===== src/pkg/ssfb_pkg.sv =====
// Purpose: constants and types for the status and short flag bank
// Assumes: 8-bit register port, one clock, asynchronous reset
// Notes: offsets 0xA1..0xA4 are the flag registers, 0xB0..0xB2 local
package ssfb_pkg;
   // register port geometry
   localparam int ADDR_W = 8;
   localparam int DATA_W = 8;
   // flag register offsets
   localparam logic [7:0] OFF_STATUS = 8'hA1;
   localparam logic [7:0] OFF_RESULT = 8'hA2;
   localparam logic [7:0] OFF_SLS_AB = 8'hA3;
   localparam logic [7:0] OFF_SLS_CD = 8'hA4;
   // local control registers
   localparam logic [7:0] OFF_CHSEL = 8'hB0;
   localparam logic [7:0] OFF_ISTAT = 8'hB1;
   localparam logic [7:0] OFF_IMASK = 8'hB2;
   // status register bit positions
   localparam int ST_PARITY = 7;
   localparam int ST_FS_B = 6;
   localparam int ST_FS_A = 5;
   localparam int ST_PROG = 4;
   localparam int ST_FAILSAFE = 3;
   localparam int ST_MEAS = 2;
   localparam int ST_CONV_ERR = 1;
   localparam int ST_POR = 0;
   // interrupt status bit positions
   localparam int IRQ_MEAS = 0;
   localparam int IRQ_CONV_ERR = 1;
   localparam int IRQ_PARITY = 2;
   localparam int IRQ_SHORT = 3;
   localparam int IRQ_W = 4;
   // reset values
   localparam logic [7:0] RST_STATUS = 8'h01;
   localparam logic [7:0] RST_RESULT = 8'h00;
   localparam logic [7:0] RST_SLS = 8'h00;
   localparam logic [7:0] RST_CHSEL = 8'h00;
   localparam logic [3:0] RST_IRQ = 4'h0;
   // per-output single-led short detect levels, three outputs per group
   typedef struct packed {
      logic [2:0] group_d;
      logic [2:0] group_c;
      logic [2:0] group_b;
      logic [2:0] group_a;
   } ssfb_short_t;
   // whole state of the bank
   typedef struct packed {
      logic [7:0] status;
      logic [7:0] result;
      logic [7:0] sls_ab;
      logic [7:0] sls_cd;
      logic [7:0] chsel;
      logic [3:0] istat;
      logic [3:0] imask;
      logic [7:0] rdata;
   } ssfb_state_t;
endpackage : ssfb_pkg

===== src/logic/ssfb_bank.sv =====
// Purpose: status and single-led short flag bank with register port
// Assumes: all detector inputs synchronous to core_clk
// Notes: flag registers are read-only; read data one cycle after strobe
// Operation
// - parity error sets status bit 7
// - bits 6,5 follow fail-safe pins b,a
// - bit 4 shows programming completed
// - bit 3 shows fail-safe state
// - bit 2 set when measurement finishes
// - result read or channel write clears bit 2
// - bit 1 shows converter error
// - power-on reset sets bit 0
// - result register holds 8-bit measurement, reset zero
// - groups a,b shorts in bits 0-2,4-6
// - groups c,d shorts in same layout
// - short flag one when fault detected
`timescale 1ns/100ps
`default_nettype none
module ssfb_bank
   import ssfb_pkg::*;
(
   // clock and reset
   input wire logic core_clk,
   input wire logic rst,
   // register port
   input wire logic [ssfb_pkg::ADDR_W-1:0] reg_addr,
   input wire logic [ssfb_pkg::DATA_W-1:0] reg_wdata,
   input wire logic reg_wr,
   input wire logic reg_rd,
   output logic [ssfb_pkg::DATA_W-1:0] reg_rdata,
   // nonvolatile memory and state inputs
   input wire logic nvm_parity_error,
   input wire logic nvm_program_complete,
   input wire logic in_failsafe_state,
   // fail-safe pins
   input wire logic failsafe_input_a,
   input wire logic failsafe_input_b,
   // converter
   input wire logic conv_done,
   input wire logic [7:0] conv_result,
   input wire logic converter_error,
   output logic [7:0] converter_channel_select,
   // short detectors
   input wire ssfb_pkg::ssfb_short_t short_det,
   // interrupt
   output logic irq
);
   import ssfb_pkg::*;

   ssfb_state_t st_q;
   ssfb_state_t st_d;
   logic rd_status;
   logic rd_result;
   logic wr_chsel;
   logic wr_istat;
   logic wr_imask;
   logic short_rise;
   logic [3:0] irq_ev;

   // address match for a one-cycle strobe
   function automatic logic hit(input logic stb,
                                input logic [7:0] addr,
                                input logic [7:0] off);
      hit = stb && (addr == off);
   endfunction : hit

   // two groups of three flags into one byte, reserved bits held low
   function automatic logic [7:0] pack_sls(input logic [2:0] lo,
                                           input logic [2:0] hi);
      pack_sls = {1'b0, hi, 1'b0, lo};
   endfunction : pack_sls

   // strobe decode
   assign rd_status = hit(reg_rd, reg_addr, OFF_STATUS);
   assign rd_result = hit(reg_rd, reg_addr, OFF_RESULT);
   assign wr_chsel = hit(reg_wr, reg_addr, OFF_CHSEL);
   assign wr_istat = hit(reg_wr, reg_addr, OFF_ISTAT);
   assign wr_imask = hit(reg_wr, reg_addr, OFF_IMASK);

   // new short on any output, compared against the held flags
   assign short_rise = |(pack_sls(short_det.group_a, short_det.group_b)
                         & ~st_q.sls_ab)
                     | |(pack_sls(short_det.group_c, short_det.group_d)
                         & ~st_q.sls_cd);

   // interrupt events: done pulse and rising edges of fault levels
   always_comb
   begin
      irq_ev = 4'h0;
      irq_ev[IRQ_MEAS] = conv_done;
      irq_ev[IRQ_CONV_ERR] = converter_error & ~st_q.status[ST_CONV_ERR];
      irq_ev[IRQ_PARITY] = nvm_parity_error & ~st_q.status[ST_PARITY];
      irq_ev[IRQ_SHORT] = short_rise;
   end

   // next state of the whole bank
   always_comb
   begin
      st_d = st_q;
      // live levels sampled once per cycle
      st_d.status[ST_PARITY] = nvm_parity_error;
      st_d.status[ST_FS_B] = failsafe_input_b;
      st_d.status[ST_FS_A] = failsafe_input_a;
      st_d.status[ST_PROG] = nvm_program_complete;
      st_d.status[ST_FAILSAFE] = in_failsafe_state;
      st_d.status[ST_CONV_ERR] = converter_error;
      // done flag: a finishing measurement beats a same-cycle clear
      if (conv_done)
      begin
         st_d.status[ST_MEAS] = 1'b1;
      end
      else if (rd_result || wr_chsel)
      begin
         st_d.status[ST_MEAS] = 1'b0;
      end
      // reset marker stays until software has seen the status once
      if (rd_status)
      begin
         st_d.status[ST_POR] = 1'b0;
      end
      // result captured only on completion so reads are stable
      if (conv_done)
      begin
         st_d.result = conv_result;
      end
      st_d.sls_ab = pack_sls(short_det.group_a, short_det.group_b);
      st_d.sls_cd = pack_sls(short_det.group_c, short_det.group_d);
      // local control registers; flag registers ignore writes
      if (wr_chsel)
      begin
         st_d.chsel = reg_wdata;
      end
      if (wr_imask)
      begin
         st_d.imask = reg_wdata[IRQ_W-1:0];
      end
      // write one to clear, events set in the same cycle win
      if (wr_istat)
      begin
         st_d.istat = st_q.istat & ~reg_wdata[IRQ_W-1:0];
      end
      st_d.istat = st_d.istat | irq_ev;
      // read data valid only in the cycle after the read strobe
      st_d.rdata = 8'h00;
      if (reg_rd)
      begin
         case (reg_addr)
            OFF_STATUS: st_d.rdata = st_q.status;
            OFF_RESULT: st_d.rdata = st_q.result;
            OFF_SLS_AB: st_d.rdata = st_q.sls_ab;
            OFF_SLS_CD: st_d.rdata = st_q.sls_cd;
            OFF_CHSEL: st_d.rdata = st_q.chsel;
            OFF_ISTAT: st_d.rdata = {4'h0, st_q.istat};
            OFF_IMASK: st_d.rdata = {4'h0, st_q.imask};
            default: st_d.rdata = 8'h00;
         endcase
      end
   end

   // state register; reset values give status 0x01
   always_ff @(posedge core_clk or posedge rst)
   begin
      if (rst)
      begin
         st_q.status <= RST_STATUS;
         st_q.result <= RST_RESULT;
         st_q.sls_ab <= RST_SLS;
         st_q.sls_cd <= RST_SLS;
         st_q.chsel <= RST_CHSEL;
         st_q.istat <= RST_IRQ;
         st_q.imask <= RST_IRQ;
         st_q.rdata <= 8'h00;
      end
      else
      begin
         st_q <= st_d;
      end
   end

   // outputs straight from flops, except the interrupt gate
   assign reg_rdata = st_q.rdata;
   assign converter_channel_select = st_q.chsel;
   assign irq = |(st_q.istat & st_q.imask);
endmodule : ssfb_bank
`default_nettype wire


===== config.mk =====
export PLATFORM = sky130hd
export DESIGN_NAME = ssfb_bank
export DESIGN_NICKNAME = d
export VERILOG_FILES = /design/src/pkg/ssfb_pkg.sv /design/src/logic/ssfb_bank.sv
export SDC_FILE = /design/constraint.sdc
export NUM_CORES = 1
export LEC_CHECK = 0
export BUFFER_PORTS_ARGS = -buffer_cell sky130_fd_sc_hd__buf_2
export CAP_MARGIN = 10
export CORE_ASPECT_RATIO = 0.75
export CORE_MARGIN = 3
export CORE_UTILIZATION = 40
export CTS_CLUSTER_SIZE = 40
export DETAILED_ROUTE_END_ITERATION = 6
export GPL_ROUTABILITY_DRIVEN = 0
export PLACE_DENSITY = 0.75
export SLEW_MARGIN = 20
export SYNTH_ARGS = -nofsm -noshare
export SYNTH_HDL_FRONTEND = slang
export SYNTH_SLANG_ARGS = --single-unit

===== constraint.sdc =====
create_clock -name core_clk -period 1.6 [get_ports core_clk]
set_clock_uncertainty 0.15 [all_clocks]
set_input_delay 0.32 -clock core_clk [delete_from_list [all_inputs] [get_ports core_clk]]
set_output_delay 0.32 -clock core_clk [all_outputs]
set_load 0.03 [all_outputs]

---- After elaboration in Yosys (flattened, before gate mapping) ----
Index checks and enable logic that the tools add are counted.
storage, ports and cells
  word-level logic and storage cells ...... 45
  output and inout bits ................... 17
  bits in registers ....................... 52
  input bits .............................. 47
operators by class
  eq/ne operators ......................... 7
  muxes and demuxes ....................... 5
  bitwise operators ....................... 13
  reductions and logical operators ........ 10
operators with widths
  operator              number
  $eq A8 B8 Y1 const B  7
  $pmux W8 S7           1
  $and A7 B8 Y8         2
  $not A7 Y8            2
  $reduce_or A8 Y1      2
  $and A4 B4 Y4         2
  $mux W8               1
  $logic_and A1 B1 Y1   5
  $mux W4               1
  $not A4 Y4            1
  $or A4 B4 Y4          1
  $reduce_or A4 Y1      1
  $and A1 B1 Y1         2
  $mux W1               2
  $not A1 Y1            2
  $reduce_bool A2 Y1    1
  $logic_or A1 B1 Y1    1
  $or A1 B1 Y1          1

---- Logic depth before layout (Yosys ltp) ----
Gate-level depths: netlist of the first run.
  depth after elaboration ................. 5
  depth in mapped cells ................... 6
  gate-level depth less buffers ........... 4

---- Least setup slack after synthesis of the first run ----
OpenSTA, ideal clock, no wires.
  path kind ............................... input -> register
  start ................................... input reg_addr[1] (netlist name)
  end ..................................... register st_q, in the netlist converter_channel_select[0]
  library setup time ...................... 125 ps
  stages .................................. 5
  path slack .............................. -224 ps
  buffers on the path ..................... 1
  arrival ................................. 1549 ps
  cell sequence ........................... buf_4 -> or4_4 -> nor2_8 -> nand2_8 -> mux2_4
on the way
  word-level cells in the longest chain between the ends .. 2
RTL lines
  what                    RTL line          source
  start: declaration      ssfb_bank.sv:26   input wire logic [ssfb_pkg::ADDR_W-1:0] reg_addr,
  $eq A8 B8 Y1            ssfb_bank.sv:64   hit = stb && (addr == off);
  $logic_and A1 B1 Y1     ssfb_bank.sv:64
  end signal: assignment  ssfb_bank.sv:176  st_q <= st_d;
  end: declaration        ssfb_bank.sv:50   ssfb_state_t st_q;
Every way passes these cells.
A chain may end at the register's enable or synchronous reset.

---- Worst setup path in the final report of the first run ----
  start ................................... register st_q[9] (netlist name)
  end ..................................... output irq
on the way
  word-level cells in the longest chain between the ends .. 2
RTL lines
  what              RTL line          source
  $and A4 B4 Y4     ssfb_bank.sv:183  assign irq = |(st_q.istat & st_q.imask);
  $reduce_or A4 Y1  ssfb_bank.sv:183
  end: declaration  ssfb_bank.sv:46   output logic irq
Every way passes these cells.

==> run_results.csv, run 1 <==
group,metric,value,unit
run_status,status,"complete, but fails checks",
run_status,violations,"setup timing",
detailed_routing,vias,1935,
final_layout,syn_to_final_growth,33.90,%
power_and_ir_drop,switching_power,657.0,uW
sta,worstMarginPinSlew,421.9,ps
floorplan,start_util,0.4205,
final_layout,fin_util,0.5630,
setup_path,reg2reg_to,"reg_rdata[0]",
final_layout,fin_area,3331,um^2
synth,synth-adder-area-share,0,
power_and_ir_drop,clockPowerShare,0.335,
clocking,cts_made_buffers,5,
clocking,cts.clk_slew.worst_paths,90,ps
synth,yosys_warnings,0,
detailed_routing,drc,0,
final_layout,diodes,0,
power_and_ir_drop,intPower,2.056,mW
setup_path,crit_path_start,"st_q[9]",
synth,synth_top_family_by_area,"compound AO/OA/AOI/OAI gates",
setup_path,endpoint,"irq",
setup_path,path_delay_family,"flip-flops",
detailed_routing,drt_iter0_markers,101,
synth,synth_top_area_share,0.5131,
clocking,clock_sinks,52,
global_routing,grt_pass1_vias,1908,
global_routing,grt_usage,0.1711,
synth,yosysMostFrequentCell,"dfrtp_1",
setup_path,cpPeakStageDelay,410,ps
sta,fin_setup_tns,-10.34,ps
setup_path,critPathMaxFanout,3,
setup_path,rrSetupSlack,270,ps
sta,finalCriticalPeriod,1610,ps
floorplan,die_h,74.29,um
floorplan,core-area,5916,um^2
synth,synth_simple_gate_area_frac,0.1308,
sta,rsz0062_at_grt,"true",
worst_hold_path,hold_path_class,"primary input to flip-flop",
sta,drv_slew,0,
synth,ys.flop_type,"dfrtp_1",
place,io_buffer_count,63,
global_routing,grt_pass1_wl,9.515,mm
sta,setup_viol,1,
synth,synth_common_cells,"51 x dfrtp_1, 17 x buf_4, 16 x inv_1, 12 x mux2_2, 9 x a22o_1",
global_routing,grt_overflow_total,0,
clocking,cts.path.max_buffers,2,
synth,yosysTopAreaCell,"dfrtp_1",
power_and_ir_drop,p_total,2.713,mW
setup_path,crit_cells,3,
final_layout,layout-drive-gt1-share,0.4385,
sta,finalHoldViolations,0,
sta,slew_headroom,0.7181,
synth,synth_area,2487,um^2
detailed_routing,via_per_inst,5.106,
floorplan,die_w,97.06,um
synth,yosys-top-cells-area,"dfrtp_1 51%, mux2_2 5.4%, buf_4 5.1%",
detailed_routing,dr.pass1.iters,4,
synth,yosys.area_share.xor_xnor,0,
clocking,clkLatencyLatePin,310,ps
setup_path,cp.arrival,1140,ps
global_routing,antenna_found_initial,0,
synth,yosysSeqAreaShare,0.5236,
setup_path,required,1130,ps
clocking,cts_root_buffer,"clkbuf_8",
setup_path,cp_slowest_cell,"dfrtp_1",
synth,synth_cell_types,44,
setup_path,cp_cell_sequence,"a22oi_1, nand2_1, buf_6",
synth,synth_mux_area_frac,0.1187,
setup_path,cp.buffers_inverters,1,
synth,async_flop_share,1.000,
detailed_routing,routedWlPerCell,16.06,um
synth,synth_nets,252,
place,dp_hpwl,4.641,mm
power_and_ir_drop,max-vdd-ir-drop,397.4,uV
detailed_routing,final_antenna_net_count,0,
synth,synth_edf_count,0,
clocking,cts_tree,"done",
floorplan,rows,24,
power_and_ir_drop,p_comb_frac,0.144,
power_and_ir_drop,seqPwrFrac,0.522,
setup_path,worst_setup_path_end_kind,"output port",
power_and_ir_drop,cellLeakagePower,1.634,nW
sta,fin_crit_sh,1.006,
synth,postSynthAreaPerCell,12.13,um^2
floorplan,pin_count,64,
detailed_routing,routed_wl,6.085,mm
place,placed_cell_area,2984,um^2
synth,synth_compound_area_frac,0.1363,
job,maxCapViolCount,0,
sta,layout_setup_ws,-10.34,ps
synth,syn_inst,205,
clocking,htree_levels,2,
final_layout,nets,347,
setup_path,r2r-start,"converter_channel_select[0]",
power_and_ir_drop,p_per_area,814.4,nW/um^2
synth,ys_ff_latch,52,
floorplan,fp.dieArea,7210,um^2
global_routing,grt_max_degree,21,
sta,timing.fmax,621.0,MHz
setup_path,path_class,"flip-flop to output port",
power_and_ir_drop,p_sw_frac,0.2422,
setup_path,start_kind,"flip-flop",
setup_path,reg2reg_depth,4,
place,pre_cts_slack,-257.4,ps
## through the flow
| stage | hold slack [ps] | std cells |
|---|---|---|
| detailed placement | 197.1 | 349 |
| CTS | 50.25 | 377 |
| global route | 60.27 | 379 |
| finish | 75.57 | 379 |
| global placement | 201.1 | 349 |
| floorplan | 201.4 | 205 |
## layout make-up
type / instances / area (um^2)
tap: 78 / 97.59
sequential: 52 / 1303
clock inverter: 2 / 38.79
inverter: 16 / 63.81
timing repair buffer: 112 / 774.5
fill: 528 / 2585
multi-input combinational: 113 / 980.9
clock buffer: 6 / 72.57
## state kept, by name, summed over array words and instances, names as in the netlist
signal,count
converter_channel_select,8
reg_rdata,8
st_q,36
## placed cells by master (no fill, tap or decap), drive strengths merged, types with 6 or more instances in the layout
cell	Yosys	routed
buf	21	93
dfrtp	51	51
mux2	20	20
dlygate4sd3	0	19
inv	16	16
a22o	9	9
nand2	9	9
a21oi	6	6
o21ai	6	6
nor2	6	6
clkbuf	3	6
## power by group through the flow
stage | clock network (mW) | registers [mW] | logic, mW
4_1_cts | 0.932 | 1.41 | 0.388
3_3_place_gp | 0 | 1.44 | 0.337
6_report | 0.907 | 1.41 | 0.390
3_5_place_dp | 0 | 1.44 | 0.344
2_1_floorplan | 0 | 1.43 | 0.201
5_1_grt | 0.979 | 1.42 | 0.427
## how the worst min path moves through the flow
| stage | startpoint | end | slack [ps] | depth (start not counted) |
|---|---|---|---|---|
| after global routing | reg_rd | st_q[48] | 60 | 2 |
| after global placement | rst | st_q[53] | 200 | 2 |
| final | reg_rd | st_q[48] | 80 | 2 |
| after floorplan | short_det[6] | st_q[24] | 200 | 0 |
| after CTS | reg_rd | st_q[48] | 50 | 2 |
| after detailed placement | rst | st_q[40] | 200 | 2 |
## worst register-to-register path, cell delays in order, from the launching register on
cell     delay [ps]
dfrtp_1         420
mux2i_1         140
nor2_1           50
o21ai_0         320
a31oi_1         130
## what timing repair did
item,in CTS,in global routing
hold buffers,19,0
resized for setup,3,2
hold endpoints to repair,33,0
endpoints found under the setup margin,1,4
setup buffers,1,2
pin swaps,2,2
## kinds of logic (layout without fill, tap and decap cells)
group / Yosys count / count (layout)
AOI/OAI and AO/OA: 47 / 47
buffers and inverters: 40 / 136
DFF: 52 / 52
muxes: 24 / 24
and+or+nand+nor: 42 / 42
## layer usage
layer | wire [um] | vias up | track usage
met2 | 2733 | 63 | 0.2653
li1 | - | 917 | -
met1 | 2876 | 948 | 0.2472
met3 | 422 | 7 | 0.03843
met5 | 0 | - | 0
met4 | 52 | 0 | 0.04206
Power figures use the tool's default switching activity.
==> run 2, diff against run 1 <==
--- a/config.mk
+++ b/config.mk
@@ -5,6 +5,7 @@
 export SDC_FILE = /design/constraint.sdc
 export NUM_CORES = 1
 export LEC_CHECK = 0
+export ABC_CLOCK_PERIOD_IN_PS = 1600
 export BUFFER_PORTS_ARGS = -buffer_cell sky130_fd_sc_hd__buf_2
 export CAP_MARGIN = 10
 export CORE_ASPECT_RATIO = 0.75
@@ -13,7 +14,7 @@
 export CTS_CLUSTER_SIZE = 40
 export DETAILED_ROUTE_END_ITERATION = 6
 export GPL_ROUTABILITY_DRIVEN = 0
-export PLACE_DENSITY = 0.75
+export PLACE_DENSITY = 0.71
 export SLEW_MARGIN = 20
 export SYNTH_ARGS = -nofsm -noshare
 export SYNTH_HDL_FRONTEND = slang
==> run 2 against run 1 <==
Against the previous run:
- the flow still finishes with violations (setup timing)
- worst setup slack lost 38 ps
- utilization down 0.55 points
- register-to-register slack barely moved
==> run_results.csv, run 2 (synthesis gave the netlist of run 1 again) <==
group,metric,value,unit
setup_path,cp.buffers_inverters,1,
final_layout,fin_area,3298,um^2
power_and_ir_drop,seqPwrFrac,0.548,
clocking,clock_sinks,52,
clocking,cts_tree,"done",
clocking,clkLatencyLatePin,310,ps
floorplan,die_h,74.29,um
global_routing,grt_max_degree,30,
power_and_ir_drop,p_per_area,780.9,nW/um^2
detailed_routing,routed_wl,5.800,mm
floorplan,rows,24,
sta,fin_crit_sh,1.030,
sta,rsz0062_at_grt,"true",
detailed_routing,drt_iter0_markers,84,
setup_path,cp_cell_sequence,"a22oi_2, nand2_1, buf_6",
sta,timing.fmax,606.6,MHz
sta,worstMarginPinSlew,396.0,ps
detailed_routing,dr.pass1.iters,4,
clocking,cts_root_buffer,"clkbuf_8",
clocking,htree_levels,2,
setup_path,path_delay_family,"flip-flops",
power_and_ir_drop,clockPowerShare,0.302,
worst_hold_path,hold_path_class,"primary input to flip-flop",
floorplan,start_util,0.4205,
sta,fin_setup_tns,-48.56,ps
global_routing,antenna_found_initial,0,
setup_path,cpPeakStageDelay,420,ps
power_and_ir_drop,max-vdd-ir-drop,485.8,uV
job,maxCapViolCount,0,
floorplan,die_w,97.06,um
detailed_routing,drc,0,
sta,slew_headroom,0.7355,
detailed_routing,via_per_inst,5.069,
place,io_buffer_count,63,
final_layout,fin_util,0.5575,
final_layout,syn_to_final_growth,32.60,%
power_and_ir_drop,p_comb_frac,0.150,
sta,finalCriticalPeriod,1649,ps
detailed_routing,vias,1911,
detailed_routing,final_antenna_net_count,0,
final_layout,mostFrequentLayoutCells,"62 x buf_2, 51 x dfrtp_1, 25 x buf_4",
sta,layout_setup_ws,-48.56,ps
setup_path,path_class,"flip-flop to output port",
final_layout,diodes,0,
final_layout,largest_reg_flops,36,
final_layout,layout-drive-gt1-share,0.4348,
sta,drv_slew,0,
global_routing,grt_pass1_vias,1850,
floorplan,pin_count,64,
place,placed_cell_area,2984,um^2
detailed_routing,routedWlPerCell,15.38,um
final_layout,final_common_cell,"buf_2",
floorplan,fp.dieArea,7210,um^2
global_routing,grt_pass1_wl,9.439,mm
clocking,cts_made_buffers,5,
global_routing,grt_overflow_total,0,
setup_path,start_kind,"flip-flop",
run_status,violations,"setup timing",
power_and_ir_drop,intPower,1.932,mW
power_and_ir_drop,cellLeakagePower,1.612,nW
floorplan,core-area,5916,um^2
run_status,status,"complete, but fails checks",
sta,finalHoldViolations,0,
place,dp_hpwl,4.558,mm
setup_path,critPathMaxFanout,3,
clocking,cts.clk_slew.worst_paths,100,ps
clocking,cts.path.max_buffers,2,
power_and_ir_drop,p_sw_frac,0.2498,
setup_path,worst_setup_path_end_kind,"output port",
setup_path,cp.arrival,1180,ps
global_routing,grt_usage,0.1688,
setup_path,required,1130,ps
power_and_ir_drop,switching_power,643.3,uW
setup_path,cp_slowest_cell,"dfrtp_1",
sta,setup_viol,1,
final_layout,nets,345,
final_layout,top_register,"st_q",
[run 2: changes by cell type in the layout (fill, tap and decap cells not counted)]
cell / before / now
a221oi_2: 1 / 0
a221oi_1: 2 / 3
clkinvlp_4: 1 / 2
nor4bb_1: 2 / 1
clkbuf_8: 5 / 6
nor4bb_2: 0 / 1
inv_6: 1 / 0
buf_4: 27 / 25
bufinv_16: 1 / 0
[run 2: through the flow]
stage | hold WS (ps) | setup WS (ps) | std cells | power (mW)
final | 42.49 | -48.56 | 377 | 2.576
after global routing | 31.95 | -90.52 | 377 | 2.694
after CTS | 41.32 | -45.64 | 377 | 2.592
after detailed placement | 182.4 | -257.4 | 349 | 1.782
after global placement | 180.1 | -226.0 | 349 | 1.776
after floorplan | 201.4 | -204.3 | 205 | 1.626
[run 2: routing by layer]
layer  vias to the layer above  routed length, um  global-route usage
met4                         0                 14             0.03271
li1                        915                  -                   -
met3                         2                414             0.04311
met2                        68               2504              0.2561
met5                         -                  0                   0
met1                       926               2867              0.2485
[run 2: path summary, 6_finish.rpt]
| path | from | cells past startpoint | endpoint | slack [ps] |
|---|---|---|---|---|
| setup reg to reg | st_q[8] | 4 | reg_rdata[0] | 270 |
| min in group asynchronous | rst | 3 | st_q[34] | 390 |
| max in group asynchronous | rst | 4 | reg_rdata[1] | 440 |
| setup / recovery | st_q[11] | 3 | irq | -50 |
| hold reg to reg | st_q[48] | 2 | st_q[48] | 310 |
| hold / removal | reg_rd | 2 | st_q[48] | 40 |
[run 2: layout make-up]
class	instances	area (um^2)
inverters	16	63.81
fillers	512	2618
clock inverters	1	7.507
flip-flops and latches	52	1303
repair buffers	110	759.5
clock buffers	7	86.33
well taps	78	97.59
multi-input cells	113	980.9
[run 2: power groups by stage]
| stage | Clock, mW | Sequential, mW | Combinational, mW |
|---|---|---|---|
| CTS | 0.792 | 1.41 | 0.388 |
| detailed placement | 0 | 1.44 | 0.344 |
| finish | 0.777 | 1.41 | 0.386 |
| global placement | 0 | 1.44 | 0.338 |
| global route | 0.852 | 1.42 | 0.421 |
| floorplan | 0 | 1.43 | 0.201 |
[run 2: repair_timing]
item / in CTS / in global routing
setup endpoints to repair: 1 / 5
pin swaps: 1 / 1
buffers inserted: 1 / 0
hold buffers: 19 / 0
gates resized for setup: 3 / 2
endpoints found under the hold margin: 32 / 0
